===== config.mk =====
export PLATFORM = sky130hd
export DESIGN_NAME = fsr_ctrl
export DESIGN_NICKNAME = d
export VERILOG_FILES = /design/src/pkg/fsr_pkg.sv /design/src/core/fsr_ctrl.sv
export SDC_FILE = /design/constraint.sdc
export NUM_CORES = 1
export LEC_CHECK = 0
export BUFFER_PORTS_ARGS = -buffer_cell sky130_fd_sc_hd__buf_2
export CAP_MARGIN = 20
export CORE_ASPECT_RATIO = 0.7
export CORE_MARGIN = 2
export CORE_UTILIZATION = 50
export CTS_CLUSTER_DIAMETER = 80
export DETAILED_ROUTE_END_ITERATION = 16
export PLACE_DENSITY = 0.72
export SYNTH_ARGS = -nofsm -noshare
export SYNTH_HDL_FRONTEND = slang
export SYNTH_SLANG_ARGS = --single-unit

===== constraint.sdc =====
create_clock -name aclk -period 2.8 [get_ports aclk]
set_input_delay 0.42 -clock aclk [delete_from_list [all_inputs] [get_ports aclk]]
set_output_delay 0.42 -clock aclk [all_outputs]
set_load 0.02 [all_outputs]

===== src/pkg/fsr_pkg.sv =====
/*
 Package for the flash store mode and reset control: register map,
 command codes, status bits, timing counts and the state carrier.
 Assumes a 25 MHz aclk and a 32-bit AXI4-Lite register bus.
*/
package fsr_pkg;
    // ------------------------------------------------------------
    // Register map
    // ------------------------------------------------------------
    localparam logic [4:0] A_CMD  = 5'h00;
    localparam logic [4:0] A_STAT = 5'h04;
    localparam logic [4:0] A_LOCK = 5'h08;
    localparam logic [4:0] A_ADDR = 5'h0C;
    localparam logic [4:0] A_CFG  = 5'h10;
    localparam logic [1:0] R_OK   = 2'h0;
    localparam logic [1:0] R_ERR  = 2'h2;
    // ------------------------------------------------------------
    // Command codes, low byte of CMD
    // ------------------------------------------------------------
    localparam logic [7:0] C_READ  = 8'h00;
    localparam logic [7:0] C_PROG  = 8'h01;
    localparam logic [7:0] C_ERASE = 8'h02;
    localparam logic [7:0] C_GO    = 8'h03;
    localparam logic [7:0] C_CLR   = 8'h04;
    localparam int         CMD_BLK = 16;
    // ------------------------------------------------------------
    // Status bits
    // ------------------------------------------------------------
    localparam int S_BUSY = 0;
    localparam int S_VPP  = 1;
    localparam int S_LOCK = 2;
    localparam int S_SEQ  = 3;
    localparam int S_RARR = 4;
    localparam int S_OVAL = 5;
    localparam int S_WRDY = 6;
    localparam int S_MUX  = 7;
    localparam int S_STBY = 8;
    localparam int S_IO   = 12;
    localparam logic [4:0] BLK_4M = 5'h08;
    localparam logic [4:0] BLK_8M = 5'h10;
    // ------------------------------------------------------------
    // Timing
    // ------------------------------------------------------------
    localparam int CLK_NS   = 40;
    localparam int T_OV_NS  = 1000;
    localparam int T_WR_NS  = 1000;
    localparam int T_EX_NS  = 20000;
    localparam int T_PG_NS  = 8000;
    localparam int T_ER_NS  = 40000;
    localparam logic [15:0] OV_CYC = 16'((T_OV_NS + CLK_NS - 1) / CLK_NS);
    localparam logic [15:0] WR_CYC = 16'((T_WR_NS + CLK_NS - 1) / CLK_NS);
    localparam logic [15:0] EX_CYC = 16'((T_EX_NS + CLK_NS - 1) / CLK_NS);
    localparam logic [15:0] PG_CYC = 16'((T_PG_NS + CLK_NS - 1) / CLK_NS);
    localparam logic [15:0] ER_CYC = 16'((T_ER_NS + CLK_NS - 1) / CLK_NS);
    // ------------------------------------------------------------
    // Types
    // ------------------------------------------------------------
    typedef enum logic [1:0] {W_IDLE, W_PROG, W_ERASE} fsr_wsm_t;
    typedef enum logic [1:0] {M_NONE, M_PROG, M_ERASE} fsr_arm_t;
    typedef struct packed {
        logic        sel;
        logic        irst_n;
        logic        prst_n;
        logic        frame;
        logic        vpp_lk;
        logic        rcs;
        logic [10:0] addr;
        logic [3:0]  io;
    } fsr_pins_t;
    typedef struct packed {
        fsr_pins_t   s1;
        fsr_pins_t   s2;
        logic        dev_rst;
        logic        mux_mode;
        logic        hit;
        logic [15:0] ov_cnt;
        logic [15:0] wr_cnt;
        fsr_wsm_t    write_state_machine;
        fsr_arm_t    arm;
        logic [15:0] op_cnt;
        logic [3:0]  blk;
        logic [15:0] lock;
        logic        e_vpp;
        logic        e_lock;
        logic        e_seq;
        logic        rarr;
        logic        dens8;
        logic [10:0] row;
        logic [10:0] col;
        logic        stby;
        logic [3:0]  nib;
        logic        oe;
        logic        aw_got;
        logic        w_got;
        logic [4:0]  awaddr;
        logic [31:0] wdata;
        logic        wstb;
        logic        bvalid;
        logic [1:0]  bresp;
        logic        rvalid;
        logic [31:0] rdata;
        logic [1:0]  rresp;
    } fsr_state_t;

    function automatic fsr_state_t fsr_rst();
        fsr_state_t s;
        s = '0;
        s.s1.frame = 1'b1;
        s.s2.frame = 1'b1;
        s.dev_rst = 1'b1;
        s.lock = 16'hFFFF;
        s.rarr = 1'b1;
        s.ov_cnt = OV_CYC;
        s.wr_cnt = WR_CYC;
        return s;
    endfunction : fsr_rst
endpackage : fsr_pkg


===== src/core/fsr_ctrl.sv =====
/*
 Flash store mode select and reset control with command front end
 and write state machine, registers over AXI4-Lite.
 Assumes all pin inputs are asynchronous to aclk; aresetn is
 synchronous to aclk.
*/
// Operation
// [RULE1] Interface select level picks active interface
// [RULE2] Low selects host, high selects multiplexed
// [RULE3] Host sets select before reset release
// [RULE4] Reset locks all blocks, clears status
// [RULE5] Both reset inputs act identically
// [RULE6] Reset blocks writes, floats host nibble; here CFG writes still land during reset
// [RULE7] Outputs invalid until output recovery elapses
// [RULE8] Command writes ignored until write recovery
// [RULE9] Reset during operation adds extra latency
// [RULE10] Leaving reset enters read-array mode
// [RULE11] Complete command sequence starts state machine
// [RULE12] Standby when frame high and idle; here only in host mode, never in multiplexed mode
// [RULE13] Host interface runs on bus clock
// [RULE14] Multiplexed mode: no locking registers
// [RULE15] Row/column select latches address half
// [RULE16] Uniform blocks, eight or sixteen per density
// [RULE17] Supply lockout refuses program and erase
// [RULE18] Frame low leaves standby next clock; here standby clears three clocks after the pin falls
`timescale 1ns/100ps
module fsr_ctrl (
    input  wire logic        aclk,
    input  wire logic        aresetn,
    input  wire logic [4:0]  awaddr,
    input  wire logic        awvalid,
    output logic             awready,
    input  wire logic [31:0] wdata,
    input  wire logic [3:0]  wstrb,
    input  wire logic        wvalid,
    output logic             wready,
    output logic [1:0]       bresp,
    output logic             bvalid,
    input  wire logic        bready,
    input  wire logic [4:0]  araddr,
    input  wire logic        arvalid,
    output logic             arready,
    output logic [31:0]      rdata,
    output logic [1:0]       rresp,
    output logic             rvalid,
    input  wire logic        rready,
    input  wire logic        interface_select,
    input  wire logic        interface_reset_n,
    input  wire logic        processor_reset_n,
    input  wire logic        frame_line,
    input  wire logic        vpp_lockout,
    input  wire logic        row_column_select,
    input  wire logic [10:0] mux_addr,
    input  wire logic [3:0]  host_io_nibble_i,
    output logic [3:0]       host_io_nibble_o,
    output logic             host_io_nibble_oe,
    output logic             standby
);
    fsr_pkg::fsr_state_t r_reg;
    fsr_pkg::fsr_state_t r_next;
    fsr_pkg::fsr_pins_t  pin_in;
    logic                wr_ok;
    logic                go_start;

    function automatic logic [4:0] blk_count(input logic d8);
        return d8 ? fsr_pkg::BLK_8M : fsr_pkg::BLK_4M;  // RULE16
    endfunction : blk_count

    assign pin_in = '{interface_select, interface_reset_n,
                      processor_reset_n, frame_line, vpp_lockout,
                      row_column_select, mux_addr, host_io_nibble_i};
    // ------------------------------------------------------------
    // Bus handshakes
    // ------------------------------------------------------------
    assign awready = !r_reg.aw_got && !r_reg.bvalid;
    assign wready  = !r_reg.w_got && !r_reg.bvalid;
    assign arready = !r_reg.rvalid;
    assign bvalid  = r_reg.bvalid;
    assign bresp   = r_reg.bresp;
    assign rvalid  = r_reg.rvalid;
    assign rdata   = r_reg.rdata;
    assign rresp   = r_reg.rresp;
    assign host_io_nibble_o  = r_reg.nib;
    assign host_io_nibble_oe = r_reg.oe;
    assign standby           = r_reg.stby;
    // Command and lock writes wait for recovery and an idle state machine
    assign wr_ok = !r_reg.dev_rst && r_reg.wr_cnt == 16'h0000  // RULE8
                   && r_reg.write_state_machine == fsr_pkg::W_IDLE;            // RULE6
    assign go_start = r_reg.write_state_machine == fsr_pkg::W_IDLE
                      && r_next.write_state_machine != fsr_pkg::W_IDLE;

    // ------------------------------------------------------------
    // Next state
    // ------------------------------------------------------------
    always_comb begin
        logic [31:0] stat;
        logic        cmd_wr;
        logic        busy;
        stat = '0;
        cmd_wr = 1'b0;
        r_next = r_reg;
        busy = r_reg.write_state_machine != fsr_pkg::W_IDLE;
        // Stage one feeds stage two only
        r_next.s1 = pin_in;
        r_next.s2 = r_reg.s1;
        r_next.dev_rst = !r_reg.s2.irst_n || !r_reg.s2.prst_n;  // RULE5

        stat[fsr_pkg::S_BUSY] = busy;
        stat[fsr_pkg::S_VPP]  = r_reg.e_vpp;
        stat[fsr_pkg::S_LOCK] = r_reg.e_lock;
        stat[fsr_pkg::S_SEQ]  = r_reg.e_seq;
        stat[fsr_pkg::S_RARR] = r_reg.rarr;
        stat[fsr_pkg::S_OVAL] = r_reg.ov_cnt == 16'h0000;
        stat[fsr_pkg::S_WRDY] = wr_ok;
        stat[fsr_pkg::S_MUX]  = r_reg.mux_mode;
        stat[fsr_pkg::S_STBY] = r_reg.stby;
        stat[fsr_pkg::S_IO +: 4] = r_reg.s2.io;

        // Write channel: address and data in either order
        if (awvalid && awready) begin
            r_next.aw_got = 1'b1;
            r_next.awaddr = awaddr;
        end
        if (wvalid && wready) begin
            r_next.w_got = 1'b1;
            r_next.wdata = wdata;
            r_next.wstb  = wstrb[0];
        end
        if (r_reg.bvalid && bready) begin
            r_next.bvalid = 1'b0;
        end
        if (r_reg.aw_got && r_reg.w_got) begin
            r_next.aw_got = 1'b0;
            r_next.w_got  = 1'b0;
            r_next.bvalid = 1'b1;
            r_next.bresp  = fsr_pkg::R_OK;
            unique case (r_reg.awaddr)
                fsr_pkg::A_CMD: cmd_wr = r_reg.wstb && wr_ok;
                fsr_pkg::A_LOCK: begin
                    if (r_reg.wstb && wr_ok && !r_reg.mux_mode) begin
                        r_next.lock = r_reg.wdata[15:0];  // RULE14
                    end
                end
                fsr_pkg::A_CFG: begin
                    if (r_reg.wstb) begin
                        r_next.dens8 = r_reg.wdata[0];
                    end
                end
                fsr_pkg::A_STAT, fsr_pkg::A_ADDR: ;
                default: r_next.bresp = fsr_pkg::R_ERR;
            endcase
        end

        // Read channel
        if (r_reg.rvalid && rready) begin
            r_next.rvalid = 1'b0;
        end
        if (arvalid && arready) begin
            r_next.rvalid = 1'b1;
            r_next.rresp  = fsr_pkg::R_OK;
            r_next.rdata  = '0;
            unique case (araddr)
                fsr_pkg::A_CMD:  ;
                fsr_pkg::A_STAT: r_next.rdata = stat;
                fsr_pkg::A_LOCK: begin
                    if (!r_reg.mux_mode) begin
                        r_next.rdata[15:0] = r_reg.lock;  // RULE14
                    end
                end
                fsr_pkg::A_ADDR: r_next.rdata = {5'h00, r_reg.row,
                                                 5'h00, r_reg.col};
                fsr_pkg::A_CFG:  r_next.rdata[0] = r_reg.dens8;
                default: r_next.rresp = fsr_pkg::R_ERR;
            endcase
        end

        // Command front end: setup then go
        if (cmd_wr) begin
            r_next.arm = fsr_pkg::M_NONE;
            r_next.rarr = 1'b0;
            unique case (r_reg.wdata[7:0])
                fsr_pkg::C_READ: r_next.rarr = 1'b1;
                fsr_pkg::C_CLR: begin
                    r_next.e_vpp  = 1'b0;
                    r_next.e_lock = 1'b0;
                    r_next.e_seq  = 1'b0;
                end
                fsr_pkg::C_PROG:  r_next.arm = fsr_pkg::M_PROG;
                fsr_pkg::C_ERASE: r_next.arm = fsr_pkg::M_ERASE;
                fsr_pkg::C_GO: begin
                    r_next.blk = r_reg.wdata[fsr_pkg::CMD_BLK +: 4];
                    if (r_reg.arm == fsr_pkg::M_NONE) begin
                        r_next.e_seq = 1'b1;
                    end else if ({1'b0, r_next.blk}
                                 >= blk_count(r_reg.dens8)) begin
                        r_next.e_seq = 1'b1;  // RULE16
                    end else if (r_reg.s2.vpp_lk) begin
                        r_next.e_vpp = 1'b1;  // RULE17
                    end else if (!r_reg.mux_mode
                                 && r_reg.lock[r_next.blk]) begin
                        r_next.e_lock = 1'b1;
                    end else if (r_reg.arm == fsr_pkg::M_PROG) begin
                        r_next.write_state_machine = fsr_pkg::W_PROG;  // RULE11
                        r_next.op_cnt = fsr_pkg::PG_CYC;
                    end else begin
                        r_next.write_state_machine = fsr_pkg::W_ERASE;  // RULE11
                        r_next.op_cnt = fsr_pkg::ER_CYC;
                    end
                end
                default: r_next.e_seq = 1'b1;
            endcase
        end

        // Write state machine times the operation on its own
        unique case (r_reg.write_state_machine)
            fsr_pkg::W_IDLE: ;
            fsr_pkg::W_PROG, fsr_pkg::W_ERASE: begin
                r_next.op_cnt = r_reg.op_cnt - 16'h0001;
                if (r_reg.op_cnt == 16'h0001) begin
                    r_next.write_state_machine = fsr_pkg::W_IDLE;
                    r_next.rarr = 1'b1;
                end
            end
        endcase

        // Recovery after reset
        if (r_reg.ov_cnt != 16'h0000) begin
            r_next.ov_cnt = r_reg.ov_cnt - 16'h0001;
        end
        if (r_reg.wr_cnt != 16'h0000) begin
            r_next.wr_cnt = r_reg.wr_cnt - 16'h0001;
        end else begin
            r_next.hit = 1'b0;
        end

        // Multiplexed address capture
        if (r_reg.mux_mode) begin
            if (r_reg.s2.rcs) begin
                r_next.row = r_reg.s2.addr;  // RULE15
            end else begin
                r_next.col = r_reg.s2.addr;  // RULE15
            end
        end

        // Standby is re-evaluated every clock, so a low frame
        // clears it three clocks after the pin falls
        r_next.stby = !r_reg.mux_mode && r_reg.s2.frame  // RULE12
                      && !busy;                          // RULE18
        // Host nibble driven only while host mode is live
        r_next.oe = !r_reg.dev_rst && !r_reg.mux_mode  // RULE6
                    && r_reg.ov_cnt == 16'h0000        // RULE7
                    && !r_reg.s2.frame;                // RULE13
        r_next.nib = stat[3:0];

        // Device reset overrides mode, lock, status, recovery, standby and nibble enable
        if (r_reg.dev_rst) begin
            r_next.mux_mode = r_reg.s2.sel;  // RULE1 RULE2 RULE3
            r_next.lock = 16'hFFFF;          // RULE4
            r_next.e_vpp = 1'b0;             // RULE4
            r_next.e_lock = 1'b0;
            r_next.e_seq = 1'b0;
            r_next.write_state_machine = fsr_pkg::W_IDLE;
            r_next.arm = fsr_pkg::M_NONE;
            r_next.rarr = 1'b1;              // RULE10
            r_next.hit = r_reg.hit || busy;  // RULE9
            r_next.ov_cnt = fsr_pkg::OV_CYC
                + (r_next.hit ? fsr_pkg::EX_CYC : 16'h0000);  // RULE9
            r_next.wr_cnt = fsr_pkg::WR_CYC
                + (r_next.hit ? fsr_pkg::EX_CYC : 16'h0000);  // RULE9
            r_next.stby = 1'b0;
            r_next.oe = 1'b0;
        end
    end

    // ------------------------------------------------------------
    // State register
    // ------------------------------------------------------------
    always_ff @(posedge aclk) begin
        if (!aresetn) begin
            r_reg <= fsr_pkg::fsr_rst();
        end else begin
            r_reg <= r_next;
        end
    end
endmodule : fsr_ctrl


==> out/results.ini <==
[run_status]
status=finished, final reports clean

[floorplanning]
fp-row-count=40
chipHeight_um=114
pin_count=121
core_region_area_mm2=0.0170
initial_core_util_pct=50.6
dieWidth_um=161
dieArea_mm2=0.0183

[global_route]
grt_max_degree=75
grt_pass1_wl_um=31600
antenna_found_initial=1
grt_pass1_vias=6159
track_usage_pct=21.1
grt.overflow.total=0

[pwr]
power_frac_seq_pct=50.3
power_leakage_nw=3.83
switchingPower_mw=1.36
p_clk_share_pct=44.4
p_comb_share_pct=5.3
powerDensity_mw_per_mm2=620
peakVddDrop_mv=0.383
switching_share_pct=22.5
internal_power_mw=4.68

[final_layout]
multi_input_area_mm2=0.00395
fill_cells=1562
fin_cells=1297
largest_register_ffs=144
regArea_mm2=0.00410
drive_above_1_share_pct=15.2
diodes=0
nets=1136
syn2layout_area_growth_pct=13.3

[placed_design]
portBuffers=98
gp_congestion=0.851
dp_hpwl_um=14000
dpl.cell_count=1264
pre_cts_slack_ns=0.131

[synthesis]
syn-cell-area_mm2=0.00860
yosysUniqueCellTypes=63
ys_top_cells_by_area=dfxtp_1, nand2_1, a21boi_0
yosysMostFrequentCell=dfxtp_1
synth_ff_type=dfxtp_1
ys_ff_latch=205
async_reset_ff_share_pct=0
synth-compound-area-share_pct=13.6
synth_edf_count=0
synth_commonest_cells=dfxtp_1, nand2_1, and2_1, a21boi_0, nor2_1
avgSynthCellArea_um2=8.60
synthMuxAreaShare_pct=1.69
synthXorXnorAreaFrac_pct=2.85
yosysWarnings=0
yosysTopAreaCell=dfxtp_1
ys_seq_area_share_pct=47.7
synth_top_area_share_pct=47.7
synthSimpleGateAreaFrac_pct=26.4
synth_cells=1000
synth_top_family_by_area=simple AND/OR/NAND/NOR gates
synth-adder-area-share_pct=0.873

[min_path]
hold_start=frame_line
worstHoldPathType=input pin to flop

[sta]
final_max_slew_viol_count=0
rsz0062_at_grt=false
final_hold_viol_count=0
fin_tns_setup_ns=0
finalClockSkew_ns=0.0128
setup_viol_count_final=0
worst_hold_slack_ns=0.118
clock.fmax_ghz=0.378
setup_ws_ns=0.158
slew_headroom_pct=31.4
timing.final.crit_share_pct=94.4
tightest_slew_ns=1.02
fin_crit_ns=2.64

[detailed_routing]
wl_per_cell_um=15.1
dr.first_iter.drc_count=551
first_pass_iters=8
vias=6875
via_per_inst=5.30
routed_wl_um=19600
ant_nets=0
drc=0

[clock_tree]
clock_path_buffers=3
cts_tree=yes
postCtsSetupBuffers=0
path_clk_slew_ns=0.06
cts_root_buf=clkbuf_16
clkLatencyLatePin_ns=0.49
numCtsBuffers=21
holdBufCountCts=0
cts_sinks=205
h-tree-depth=1

[setup_path]
crit_path_end_kind=flop
cp_data_required_time_ns=3.15
crit_fanout=7
critPathLaunch=r_reg[43]$_SDFFE_PN0P_
regToRegStartpoint=r_reg[43]$_SDFFE_PN0P_
critPathLaunchType=flop
arrival_ns=3.00
crit_type=flop to flop

[job]
maxCapViolations=0

worst max-delay path, stage by stage, from the launching register on:
cell     delay (ns)
dfxtp_1        0.32
or4_1          0.54
or3_1          0.46
nor4_4         0.38
nand2_1        0.18
o41ai_1        0.50
nor3_1         0.12
through the flow:
stage	power (mW)	util (%)	cell area, um2
final	6.04	57.3	9740
after global placement	3.41	53.4	9080
after detailed placement	3.42	53.4	9080
after floorplan	3.30	-	8620
after CTS	6.07	57.2	9730
after global routing	6.26	57.3	9740
final timing paths:
| check | end | slack, ns | cells past startpoint |
|---|---|---|---|
| max reg2reg | r_reg[136]$_SDFFE_PN0P_ | 0.16 | 6 |
| max | r_reg[136]$_SDFFE_PN0P_ | 0.16 | 6 |
| min | r_next[203]$_SDFF_PN1_ | 0.12 | 2 |
| min reg2reg | r_reg[203]$_SDFF_PN1_ | 0.41 | 1 |
per-layer routing:
layer | global-route usage (%) | vias to the layer above | wire, um
li1 | - | 3472 | -
met1 | 34.0 | 3177 | 10400
met2 | 29.5 | 204 | 7650
met3 | 3.27 | 22 | 1230
met4 | 4.23 | 0 | 303
met5 | 0 | - | 0
power groups by stage:
stage / logic, mW / clock network (mW) / registers (mW)
2_1_floorplan: 0.224 / 0 / 3.08
3_3_place_gp: 0.311 / 0 / 3.10
3_5_place_dp: 0.316 / 0 / 3.10
4_1_cts: 0.318 / 2.72 / 3.04
5_1_grt: 0.356 / 2.85 / 3.05
6_report: 0.319 / 2.68 / 3.04
placed cells by master (no fill, tap or decap), drive strengths merged, types with 3 or more instances in the layout:
| cell | Yosys | final |
|---|---|---|
| dfxtp | 205 | 205 |
| nand2 | 187 | 187 |
| buf | 43 | 123 |
| and2 | 62 | 62 |
| a21boi | 59 | 59 |
| nor2 | 58 | 58 |
| nand3 | 51 | 51 |
| o21ai | 37 | 37 |
| clkbuf | 53 | 27 |
| nor3 | 24 | 24 |
| xnor2 | 19 | 19 |
| inv | 18 | 19 |
| nor2b | 18 | 18 |
| a21oi | 14 | 14 |
| nor4 | 13 | 13 |
| mux2i | 10 | 10 |
| or3 | 10 | 10 |
| nand2b | 9 | 9 |
| xor2 | 9 | 9 |
| a22oi | 8 | 8 |
| or4 | 8 | 8 |
| conb | 1 | 7 |
| and3 | 6 | 6 |
| a222oi | 6 | 6 |
| a31oi | 6 | 6 |
| o21a | 6 | 6 |
| ha | 6 | 6 |
| nor3b | 4 | 4 |
| clkinv | 1 | 4 |
| o21bai | 3 | 3 |
| o31ai | 3 | 3 |
| and4 | 3 | 3 |
| o211a | 3 | 3 |
| o41ai | 3 | 3 |
| a211oi | 3 | 3 |
| o2111a | 3 | 3 |
logic make-up (layout without fill, tap and decap cells):
logic type | after synthesis | after routing
DFF | 205 | 205
buffers and inverters | 115 | 175
AOI/OAI and AO/OA | 167 | 167
other | 1 | 7
xor gates and xnor gates | 28 | 28
muxes | 12 | 12
adders and majority gates | 6 | 6
and+or+nand+nor | 466 | 466
what timing repair did:
item,4_1_cts,5_1_grt
hold endpoints to repair,0,0
gates resized for setup,0,1
setup endpoints to repair,0,2
final cells by class:
class	count	area share (%)
Clock buffer	27	6.04
Clock inverter	6	0.655
Inverter	19	0.732
Multi-Input combinational cell	686	40.5
Sequential cell	205	42.1
Tap cell	231	2.97
Timing Repair Buffer	123	6.99
(Power assumes the default switching activity.)
